--- src/rtl/two_wire_pkg.sv ---
// Constants for the two-wire bus master controller: register map, field positions,
// reset values, bus timing and engine state encodings.
// Assumes a 200 MHz core clock and a 16-bit APB byte address.
package two_wire_pkg;

  // --------------------------------------------------------------------------
  // Clock and bus timing
  // --------------------------------------------------------------------------
  localparam int CLK_FREQ_MHZ    = 200;
  localparam int STD_QUARTER_NS  = 2500; // quarter of a 10 us bit at about 100 kHz
  localparam int FAST_QUARTER_NS = 625;  // quarter of a 2.5 us bit at about 400 kHz
  localparam logic [8:0] STD_QUARTER_CYC  = 9'(STD_QUARTER_NS * CLK_FREQ_MHZ / 1000);
  localparam logic [8:0] FAST_QUARTER_CYC = 9'(FAST_QUARTER_NS * CLK_FREQ_MHZ / 1000);

  // --------------------------------------------------------------------------
  // Register map (byte addresses)
  // --------------------------------------------------------------------------
  localparam int ADDR_W = 16;
  localparam logic [15:0] ADDR_CTRL_STATUS = 16'hE678;
  localparam logic [15:0] ADDR_DATA        = 16'hE67C;
  localparam logic [15:0] ADDR_SPEED_CTRL  = 16'hE680;

  // --------------------------------------------------------------------------
  // Field positions and reset values
  // --------------------------------------------------------------------------
  localparam int CS_START        = 7;
  localparam int CS_STOP         = 6;
  localparam int CS_LAST_READ    = 5;
  localparam int SPD_STOP_IRQ_EN = 1;
  localparam int SPD_FAST        = 0;
  localparam logic       START_RESET       = 1'b0;
  localparam logic       STOP_RESET        = 1'b0;
  localparam logic       LAST_READ_RESET   = 1'b0;
  localparam logic       BUS_ERR_RESET     = 1'b0;
  localparam logic       ACK_RESET         = 1'b0;
  localparam logic       DONE_RESET        = 1'b0;
  localparam logic       FAST_RESET        = 1'b0;
  localparam logic       STOP_IRQ_EN_RESET = 1'b0;
  localparam logic [1:0] BOOT_ID_RESET     = 2'h0;

  // --------------------------------------------------------------------------
  // Byte framing
  // --------------------------------------------------------------------------
  localparam logic [3:0] ACK_SLOT   = 4'h8; // bits 0..7 data, slot 8 acknowledge
  localparam logic [1:0] PHASE_DRIVE = 2'h0;
  localparam logic [1:0] PHASE_RISE  = 2'h1;
  localparam logic [1:0] PHASE_SAMPLE = 2'h2;
  localparam logic [1:0] PHASE_FALL  = 2'h3;

  typedef enum logic [3:0] {
    ST_IDLE  = 4'b0001,
    ST_START = 4'b0010,
    ST_SHIFT = 4'b0100,
    ST_STOP  = 4'b1000
  } bus_state_t;

endpackage : two_wire_pkg

--- src/rtl/two_wire_bus_master_controller.sv ---
// Two-wire serial bus master with an APB register interface.
// Assumes SCL and SDA are open-drain with external pull-ups; the bench resolves
// the wires from the output enables. One 200 MHz clock, synchronous reset.
`timescale 1ns/1ps

// Overview of operation
// - With start request set, the next data write sends START then the byte.
// - Start request clears itself in the acknowledge slot after START.
// - Stop request during a byte makes STOP right after its acknowledge.
// - Stop request with the bus idle makes STOP at once.
// - Stop request clears when the STOP condition is complete.
// - Reads release SDA for eight bits, then drive acknowledge low.
// - Last-read set means SDA released at acknowledge, a not-acknowledge.
// - Last-read clears in the acknowledge slot.
// - Two read-only bits show the boot memory type detected at power-on.
// - Bus error flag set on unexpected low or lost arbitration.
// - Any data register access clears the bus error flag.
// - Write acknowledge: SDA released, sampled, stored inverted.
// - Acknowledge bit updates with done; ignored on reads.
// - Done and interrupt request set after each byte's acknowledge.
// - Data register access clears done and its interrupt request.
// - Eight-bit data register; an access with the engine idle and stop request low launches the next byte.
// - Stop interrupt enable raises a request on stop request falling.
// - Speed select picks about 100 kHz or about 400 kHz.
// - Speed starts slow, loads from boot setting, stays writable.
module two_wire_bus_master_controller (
  input  wire logic        clock,
  input  wire logic        rst,
  input  wire logic [15:0] paddr,
  input  wire logic        psel,
  input  wire logic        penable,
  input  wire logic        pwrite,
  input  wire logic [31:0] pwdata,
  output logic      [31:0] prdata,
  output logic             pready,
  output logic             pslverr,
  input  wire logic        sclIn,
  output logic             sclOut,
  output logic             sclOe,
  input  wire logic        sdaIn,
  output logic             sdaOut,
  output logic             sdaOe,
  input  wire logic        bootLoad,
  input  wire logic [1:0]  bootMemoryId,
  input  wire logic        bootFastSpeed,
  output logic             serialBusIrq
);

  // --------------------------------------------------------------------------
  // Declarations
  // --------------------------------------------------------------------------
  two_wire_pkg::bus_state_t state_q, state_d;
  logic [1:0]  phase_q, phase_d;
  logic [3:0]  bitCnt_q, bitCnt_d;
  logic [7:0]  shift_q, shift_d;
  logic [7:0]  rxByte_q, rxByte_d;
  logic        sclOe_q, sclOe_d;
  logic        sdaOe_q, sdaOe_d;
  logic        ackSample_q, ackSample_d;
  logic        rxMode_q;
  logic [8:0]  divCnt_q;
  logic [2:0]  sclSync_q, sdaSync_q;
  logic        sclLevel_q, sdaLevel_q;
  logic        startReq_q, stopReq_q, stopPrev_q, lastRead_q;
  logic        busErr_q, ack_q, done_q, stopIrqPend_q;
  logic [1:0]  bootId_q;
  logic        fastSpeed_q, stopIrqEnable_q;
  logic [31:0] prdata_q;
  logic        pready_q, pslverr_q, serialBusIrq_q;
  logic        byteEnd, arbLost, stopDone;

  // --------------------------------------------------------------------------
  // Pin synchronisers: a level counts once stages two and three agree
  // --------------------------------------------------------------------------
  always_ff @(posedge clock) begin
    if (rst) begin
      sclSync_q  <= 3'h7;
      sdaSync_q  <= 3'h7;
      sclLevel_q <= 1'b1;
      sdaLevel_q <= 1'b1;
    end else begin
      sclSync_q <= {sclSync_q[1:0], sclIn};
      sdaSync_q <= {sdaSync_q[1:0], sdaIn};
      if (sclSync_q[1] == sclSync_q[2]) sclLevel_q <= sclSync_q[2];
      if (sdaSync_q[1] == sdaSync_q[2]) sdaLevel_q <= sdaSync_q[2];
    end
  end

  // --------------------------------------------------------------------------
  // APB decode
  // --------------------------------------------------------------------------
  wire setupPhase = psel & ~penable;
  wire accessDone = psel & penable & pready_q;
  wire hitCs      = paddr == two_wire_pkg::ADDR_CTRL_STATUS;
  wire hitData    = paddr == two_wire_pkg::ADDR_DATA;
  wire hitSpeed   = paddr == two_wire_pkg::ADDR_SPEED_CTRL;
  wire hitAny     = hitCs | hitData | hitSpeed;
  wire csWrite    = accessDone & pwrite & hitCs;
  wire csRead     = accessDone & ~pwrite & hitCs;
  wire dataAccess = accessDone & hitData;
  wire dataWrite  = dataAccess & pwrite;
  wire speedWrite = accessDone & pwrite & hitSpeed;

  wire [7:0] csValue = {startReq_q, stopReq_q, lastRead_q, bootId_q, busErr_q, ack_q, done_q};
  wire [7:0] speedValue = {6'h00, stopIrqEnable_q, fastSpeed_q};
  wire [7:0] readByte = hitCs    ? csValue :
                        hitData  ? rxByte_q :
                        hitSpeed ? speedValue : 8'h00;

  // Registered answer: data is captured in setup, so pready needs no wait state
  always_ff @(posedge clock) begin
    if (rst) begin
      prdata_q  <= 32'h00000000;
      pready_q  <= 1'b0;
      pslverr_q <= 1'b0;
    end else begin
      pready_q  <= setupPhase;
      pslverr_q <= setupPhase & ~hitAny;
      if (setupPhase) prdata_q <= pwrite ? 32'h00000000 : {24'h000000, readByte};
    end
  end

  // --------------------------------------------------------------------------
  // Quarter-bit divider
  // --------------------------------------------------------------------------
  wire       stateIdle = state_q == two_wire_pkg::ST_IDLE;
  wire [8:0] reload    = fastSpeed_q ? two_wire_pkg::FAST_QUARTER_CYC - 9'h001
                                     : two_wire_pkg::STD_QUARTER_CYC - 9'h001;
  wire       tick      = ~stateIdle & (divCnt_q == 9'h000);
  // A slave stretching SCL holds the sample phase until the line really rises
  wire       advance   = tick & ~((phase_q == two_wire_pkg::PHASE_SAMPLE) & ~sclLevel_q);

  always_ff @(posedge clock) begin
    if (rst || stateIdle || tick) divCnt_q <= reload;
    else divCnt_q <= divCnt_q - 9'h001;
  end

  // --------------------------------------------------------------------------
  // Byte engine
  // --------------------------------------------------------------------------
  // Firmware waits for stop request low before touching the data register
  wire launch = dataAccess & stateIdle & ~stopReq_q;
  wire lastSlot = bitCnt_q == two_wire_pkg::ACK_SLOT;

  always_comb begin
    state_d     = state_q;
    phase_d     = phase_q;
    bitCnt_d    = bitCnt_q;
    shift_d     = shift_q;
    rxByte_d    = rxByte_q;
    sclOe_d     = sclOe_q;
    sdaOe_d     = sdaOe_q;
    ackSample_d = ackSample_q;
    byteEnd     = 1'b0;
    arbLost     = 1'b0;
    stopDone    = 1'b0;
    if (launch) begin
      // Start request must already be set when the byte is written
      state_d  = (pwrite & startReq_q) ? two_wire_pkg::ST_START : two_wire_pkg::ST_SHIFT;
      phase_d  = two_wire_pkg::PHASE_DRIVE;
      bitCnt_d = 4'h0;
      shift_d  = pwrite ? pwdata[7:0] : 8'h00;
    end else if (stateIdle & stopReq_q) begin
      state_d = two_wire_pkg::ST_STOP;
      phase_d = two_wire_pkg::PHASE_DRIVE;
    end else if (advance) begin
      phase_d = phase_q + 2'h1;
      unique case (state_q)
        two_wire_pkg::ST_START: begin
          unique case (phase_q)
            two_wire_pkg::PHASE_DRIVE:  sdaOe_d = 1'b0;
            two_wire_pkg::PHASE_RISE:   sclOe_d = 1'b0;
            two_wire_pkg::PHASE_SAMPLE: begin
              if (~sdaLevel_q) arbLost = 1'b1;
              else sdaOe_d = 1'b1;
            end
            two_wire_pkg::PHASE_FALL: begin
              sclOe_d = 1'b1;
              state_d = two_wire_pkg::ST_SHIFT;
            end
          endcase
        end
        two_wire_pkg::ST_SHIFT: begin
          unique case (phase_q)
            two_wire_pkg::PHASE_DRIVE: begin
              if (lastSlot) sdaOe_d = rxMode_q & ~lastRead_q;
              else sdaOe_d = ~rxMode_q & ~shift_q[7];
            end
            two_wire_pkg::PHASE_RISE: sclOe_d = 1'b0;
            two_wire_pkg::PHASE_SAMPLE: begin
              if (lastSlot) ackSample_d = sdaLevel_q;
              else if (rxMode_q) shift_d = {shift_q[6:0], sdaLevel_q};
              else if (~sdaOe_q & ~sdaLevel_q) arbLost = 1'b1;
              else shift_d = {shift_q[6:0], 1'b0};
            end
            two_wire_pkg::PHASE_FALL: begin
              sclOe_d = 1'b1;
              if (lastSlot) begin
                byteEnd = 1'b1;
                if (rxMode_q) rxByte_d = shift_q;
                state_d = stopReq_q ? two_wire_pkg::ST_STOP : two_wire_pkg::ST_IDLE;
              end else begin
                bitCnt_d = bitCnt_q + 4'h1;
              end
            end
          endcase
        end
        two_wire_pkg::ST_STOP: begin
          unique case (phase_q)
            two_wire_pkg::PHASE_DRIVE: begin
              sclOe_d = 1'b1;
              sdaOe_d = 1'b1;
            end
            two_wire_pkg::PHASE_RISE:   sclOe_d = 1'b0;
            two_wire_pkg::PHASE_SAMPLE: sdaOe_d = 1'b0;
            two_wire_pkg::PHASE_FALL: begin
              stopDone = 1'b1;
              state_d  = two_wire_pkg::ST_IDLE;
            end
          endcase
        end
        two_wire_pkg::ST_IDLE: ;
      endcase
      if (arbLost) begin
        // Losing the bus: let go of both lines and give the bus up
        state_d = two_wire_pkg::ST_IDLE;
        phase_d = two_wire_pkg::PHASE_DRIVE;
        sclOe_d = 1'b0;
        sdaOe_d = 1'b0;
      end
    end
  end

  always_ff @(posedge clock) begin
    if (rst) begin
      state_q     <= two_wire_pkg::ST_IDLE;
      phase_q     <= two_wire_pkg::PHASE_DRIVE;
      bitCnt_q    <= 4'h0;
      shift_q     <= 8'h00;
      rxByte_q    <= 8'h00;
      sclOe_q     <= 1'b0;
      sdaOe_q     <= 1'b0;
      ackSample_q <= 1'b1;
      rxMode_q    <= 1'b0;
    end else begin
      state_q     <= state_d;
      phase_q     <= phase_d;
      bitCnt_q    <= bitCnt_d;
      shift_q     <= shift_d;
      rxByte_q    <= rxByte_d;
      sclOe_q     <= sclOe_d;
      sdaOe_q     <= sdaOe_d;
      ackSample_q <= ackSample_d;
      if (launch) rxMode_q <= ~pwrite;
    end
  end

  // --------------------------------------------------------------------------
  // Control and status flags; hardware set wins over a same-cycle clear
  // --------------------------------------------------------------------------
  wire stopFall    = stopPrev_q & ~stopReq_q;
  wire stopIrqSet  = stopFall & stopIrqEnable_q;
  wire doneNext    = byteEnd | (done_q & ~dataAccess);
  wire stopIrqNext = stopIrqSet | (stopIrqPend_q & ~csRead);

  always_ff @(posedge clock) begin
    if (rst) begin
      startReq_q    <= two_wire_pkg::START_RESET;
      stopReq_q     <= two_wire_pkg::STOP_RESET;
      stopPrev_q    <= two_wire_pkg::STOP_RESET;
      lastRead_q    <= two_wire_pkg::LAST_READ_RESET;
      busErr_q      <= two_wire_pkg::BUS_ERR_RESET;
      ack_q         <= two_wire_pkg::ACK_RESET;
      done_q        <= two_wire_pkg::DONE_RESET;
      stopIrqPend_q <= 1'b0;
    end else begin
      if (csWrite) startReq_q <= pwdata[two_wire_pkg::CS_START];
      else if (byteEnd) startReq_q <= 1'b0;
      if (csWrite) stopReq_q <= pwdata[two_wire_pkg::CS_STOP];
      else if (stopDone) stopReq_q <= 1'b0;
      if (csWrite) lastRead_q <= pwdata[two_wire_pkg::CS_LAST_READ];
      else if (byteEnd) lastRead_q <= 1'b0;
      stopPrev_q    <= stopReq_q;
      busErr_q      <= arbLost | (busErr_q & ~dataAccess);
      if (byteEnd) ack_q <= ~ackSample_q;
      done_q        <= doneNext;
      stopIrqPend_q <= stopIrqNext;
    end
  end

  // --------------------------------------------------------------------------
  // Speed control, boot identity and interrupt output
  // --------------------------------------------------------------------------
  always_ff @(posedge clock) begin
    if (rst) begin
      fastSpeed_q     <= two_wire_pkg::FAST_RESET;
      stopIrqEnable_q <= two_wire_pkg::STOP_IRQ_EN_RESET;
      bootId_q        <= two_wire_pkg::BOOT_ID_RESET;
      serialBusIrq_q  <= 1'b0;
    end else begin
      if (speedWrite) begin
        fastSpeed_q     <= pwdata[two_wire_pkg::SPD_FAST];
        stopIrqEnable_q <= pwdata[two_wire_pkg::SPD_STOP_IRQ_EN];
      end else if (bootLoad) begin
        fastSpeed_q <= bootFastSpeed;
      end
      if (bootLoad) bootId_q <= bootMemoryId;
      // One shared request; firmware tells done from stop by the status bits
      serialBusIrq_q <= doneNext | stopIrqNext;
    end
  end

  assign prdata       = prdata_q;
  assign pready       = pready_q;
  assign pslverr      = pslverr_q;
  assign sclOe        = sclOe_q;
  assign sdaOe        = sdaOe_q;
  assign sclOut       = 1'b0;
  assign sdaOut       = 1'b0;
  assign serialBusIrq = serialBusIrq_q;
endmodule : two_wire_bus_master_controller

--- config.mk ---
export PLATFORM = sky130hd
export DESIGN_NAME = two_wire_bus_master_controller
export DESIGN_NICKNAME = d
export VERILOG_FILES = /design/src/rtl/two_wire_pkg.sv /design/src/rtl/two_wire_bus_master_controller.sv
export SDC_FILE = /design/constraint.sdc
export NUM_CORES = 1
export LEC_CHECK = 0
export ABC_AREA = 1
export BUFFER_PORTS_ARGS = -buffer_cell sky130_fd_sc_hd__buf_2
export CORE_MARGIN = 5
export CORE_UTILIZATION = 57
export DETAILED_ROUTE_END_ITERATION = 8
export PLACE_DENSITY_LB_ADDON = 0.15
export SLEW_MARGIN = 20
export SYNTH_ARGS = -nofsm -noshare
export SYNTH_HDL_FRONTEND = slang
export SYNTH_SLANG_ARGS = --single-unit
--- constraint.sdc ---
create_clock -name clock -period 2.8 [get_ports clock]
set_clock_uncertainty 0.1 [all_clocks]
set_input_delay 0.42 -clock clock [delete_from_list [all_inputs] [get_ports clock]]
set_output_delay 0.42 -clock clock [all_outputs]
set_load 0.02 [all_outputs]
==> results.md <==
* Outcome: complete, no violations
* Ant. Diodes at 0
* Chip width at 92.0 um
* Fmax at roughly 0.43 GHz
* Final Cycle Share at 82.9%
* Post-Synth XOR/XNOR Area at 0.685%
* Worst setup SP type: flop
* Compound-Gate Fraction of Synth Area at between 10% and 20%
* CTS sink cnt at 70
* Router iterations before antenna repair at 5
* Critical Path Source: phase_q[0]
* Die ar. at 8470 um^2
* Synth unique cells at 40
* Final slew viol count at 0
* Crit-path max FO at 11
* R2r startpoint: phase_q[0]
* Clock-pin slew on the worst setup and hold paths at 0.08 ns
* Cts hold-fix bufs at 0
* Top-level I/O count at 98
* Worst Hold Slack at 0.154 ns
* Detailed-route vias per instance at 5.10
* Core area at 6460 um^2
* Final setup TNS at 0 ns
* Gr usage total at 20.3%
* Starting Density at between 50% and 60%
* Simple-Gate Fraction of Synth Area at roughly 36%
* Multiplexer share of the synthesized area at 0%
* Worst Hold Class: input port to flop
* Post-Syn Area per Cell at 7.06 um^2
* Total congestion overflow at 0
* Antenna viol nets, final at 0
* Critical-path cell list: inv_1 -> ha_1 -> inv_1 -> or2_2 -> nand2_1 -> nand3_1 -> nand2_1 -> nand3_1 -> nand2_1 -> nand2_1 -> nand2_1 -> nand2_1 -> nor2_1
* Hold Crit Depth at 2
* Vias in the first global route at 3168
* Sequential area share after synthesis at 36.6%
* CTS Buf Count at 9
* Worst Tran Pin Value at between 0.7 and 0.8 ns
* Postcts setup bufs at 0
* Pwr dens at ~470 nW/um^2
* Placed cell count at around 660
* P_leak at 2.10 nW
* Largest family of logic cells by synthesized area: simple AND/OR/NAND/NOR gates
* # fillers at 619
* GP Congestion at a little over 0.9
* Critical R2R Capture: state_q[2]
* Worst r2r path cells at 13
* DRT iter0 DRCs at 171
* Design area at 4200 um^2
* Critical Path AT at 2.51 ns
* Reg2Reg Setup Slack at 0.48 ns
* Die Y-Extent at 92.0 um
* Post-Layout Cell Count at 672
* Req. time, crit path at 2.99 ns
* Post-route setup slack at 0.479 ns
* Final Util at 65.1%
* Post-synthesis adder-cell area fraction at 2.61%
* Async set-or-reset flop fraction in the synthesized netlist at 0%
* Synthesized flop and latch total at 70
* Most common cell on crit path: nand2_1
* Cell area after synthesis at 3830 um^2
* Unrepaired setup endpoints after global routing: no
* Placed Instance Area at 4000 um^2
* Cts repair resizes at 0
* DRC Markers at 0
* Final setup vio count at 0
* Clock Path Buffers at 2
* Slowest stage delay, CP at roughly 0.33 ns
* Tmin final at 2.32 ns
* Max Cap Viol at 0
* H-tree Lvls at 3
* WL/cell at about 12 um
* Worst Hold Launch: sclIn
* First-pass GRT wire length at approximately 14000 um
* Crit path max-delay family: simple AND/OR/NAND/NOR gates
* Root Driver: clkbuf_8
* Layout Nets at between 600 and 700
* Worst slack at placement at 0.534 ns
* Setup CP Type: flop to flop
* Fraction of layout cells with a size suffix above 1 at 18.8%
* Clk Latency, worst-skew pair at 0.35 ns
* HPWL after detailed placement at about 6000 um
* Vias post-DR at 3424
* Number of synthesized flops with an enable pin at 0
* Crit end category: flop
* Max stage delay cell, worst path: dfxtp_1
* Ys flop type: dfxtp_1
* Initial antenna violation count at 0
* Row cnt at 29
* Area Overhead vs Synth at 9.63%
* Slew margin rel. at between 50% and 60%
* Syn Inst Count at ~540
* VDD IR-drop max at between 0.2 and 0.3 mV
* Post-Route WL at a little over 8000 um
* Buf+Inv Stages, Crit Path at 2
* Synth warnings at 0
* Power Total at 1.97 mW
* Final Hold Vio Count at 0
* I/O Buffers at between 40 and 50
* TritonCTS clock tree: yes
* Endpoint, Worst Hold: sclSync_q[0]
* Largest net degree at the start of global routing at 30
-- worst register-to-register path: stages (launching register included) --
cell,delay (ns)
dfxtp_1,0.33
inv_1,0.11
ha_1,0.23
inv_1,0.10
or2_2,0.28
nand2_1,0.07
nand3_1,0.32
nand2_1,0.15
nand3_1,0.07
nand2_1,0.12
nand2_1,0.14
nand2_1,0.08
nand2_1,0.05
nor2_1,0.11
-- power by group --
| part | switching (mW) | total, mW | internal [mW] |
|---|---|---|---|
| Sequential | 0.00646 | 1.01 | 1.01 |
| Clock | 0.389 | 0.826 | 0.438 |
| Combinational | 0.0953 | 0.133 | 0.0381 |
| Total | 0.490 | 1.97 | 1.48 |
-- synth_stat cells (2+ instances only) --
cell	n	area share, %
ha_1	8	2.6
xor2_1	2	0.46
o21ai_1	9	1.2
clkbuf_1	5	0.49
o21bai_1	3	0.59
nand2_1	138	14
nand2_4	5	1.5
dfxtp_1	70	37
nand4_2	3	0.98
nand3_2	2	0.52
nor2_4	4	1.2
nand3_1	29	3.8
a211oi_1	3	0.59
nor3_1	6	0.78
inv_1	52	5.1
or2_2	7	1.1
a31oi_1	3	0.49
nor2_8	3	1.6
o211ai_1	3	0.59
nand3_4	2	0.91
inv_2	11	1.1
o31ai_1	2	0.39
nor2_1	62	6.1
buf_4	29	5.7
a21oi_1	35	4.6
nor2_2	4	0.65
nand2_2	6	0.98
o21ai_0	21	2.7
nand4_1	4	0.65
buf_6	2	0.59
-- worst max-delay path by stage --
stage          cells after the start  slack (ns)         end
6_report                          13        0.48  state_q[2]
5_1_grt                           13        0.27  state_q[2]
4_1_cts                           13        0.50  state_q[2]
3_5_place_dp                      13        0.53  state_q[2]
3_3_place_gp                      12        0.61  state_q[0]
2_1_floorplan                     11        1.04  state_q[2]
-- cell families (layout without fill, tap and decap cells) --
| group | after synthesis | after routing |
|---|---|---|
| other | 1 | 26 |
| and+or+nand+nor | 281 | 281 |
| DFF | 70 | 70 |
| xor gates and xnor gates | 3 | 3 |
| AOI/OAI and AO/OA | 80 | 80 |
| buffers and inverters | 100 | 127 |
| adders and majority gates | 8 | 8 |
-- final cells by class --
class	count	area (um^2)	area share, %
Multi-Input combinational cell	398	2030	48.2
Sequential cell	70	1400	33.3
Timing Repair Buffer	48	243	5.78
Inverter	63	236	5.63
Clock buffer	11	141	3.36
Tap cell	77	96.3	2.29
Clock inverter	5	57.6	1.37
-- cell usage in the layout (no fill, tap or decap), drive strengths merged, types with 11 or more instances in the layout --
master / instances
nand2: 149
nor2: 73
dfxtp: 70
inv: 64
buf: 48
a21oi: 35
nand3: 33
o21ai: 30
conb: 26
clkbuf: 11
-- per-layer routing --
layer,GRT usage [%],up-vias,routed length (um)
met5,0,-,0
met4,7.80,0,147
met3,6.22,14,690
met2,32.1,125,3700
met1,25.9,1511,3720
li1,-,1774,-
-- flip-flops by register name, indices dropped and copies added (netlist names), 2 cells and up --
name	cells
state_q	4
sclSync_q	3
bitCnt_q	4
divCnt_q	9
sdaSync_q	3
rxByte_q	8
bootId_q	2
shift_q	8
prdata	8
phase_q	2
Note: power is estimated with default switching activity, not from simulation.
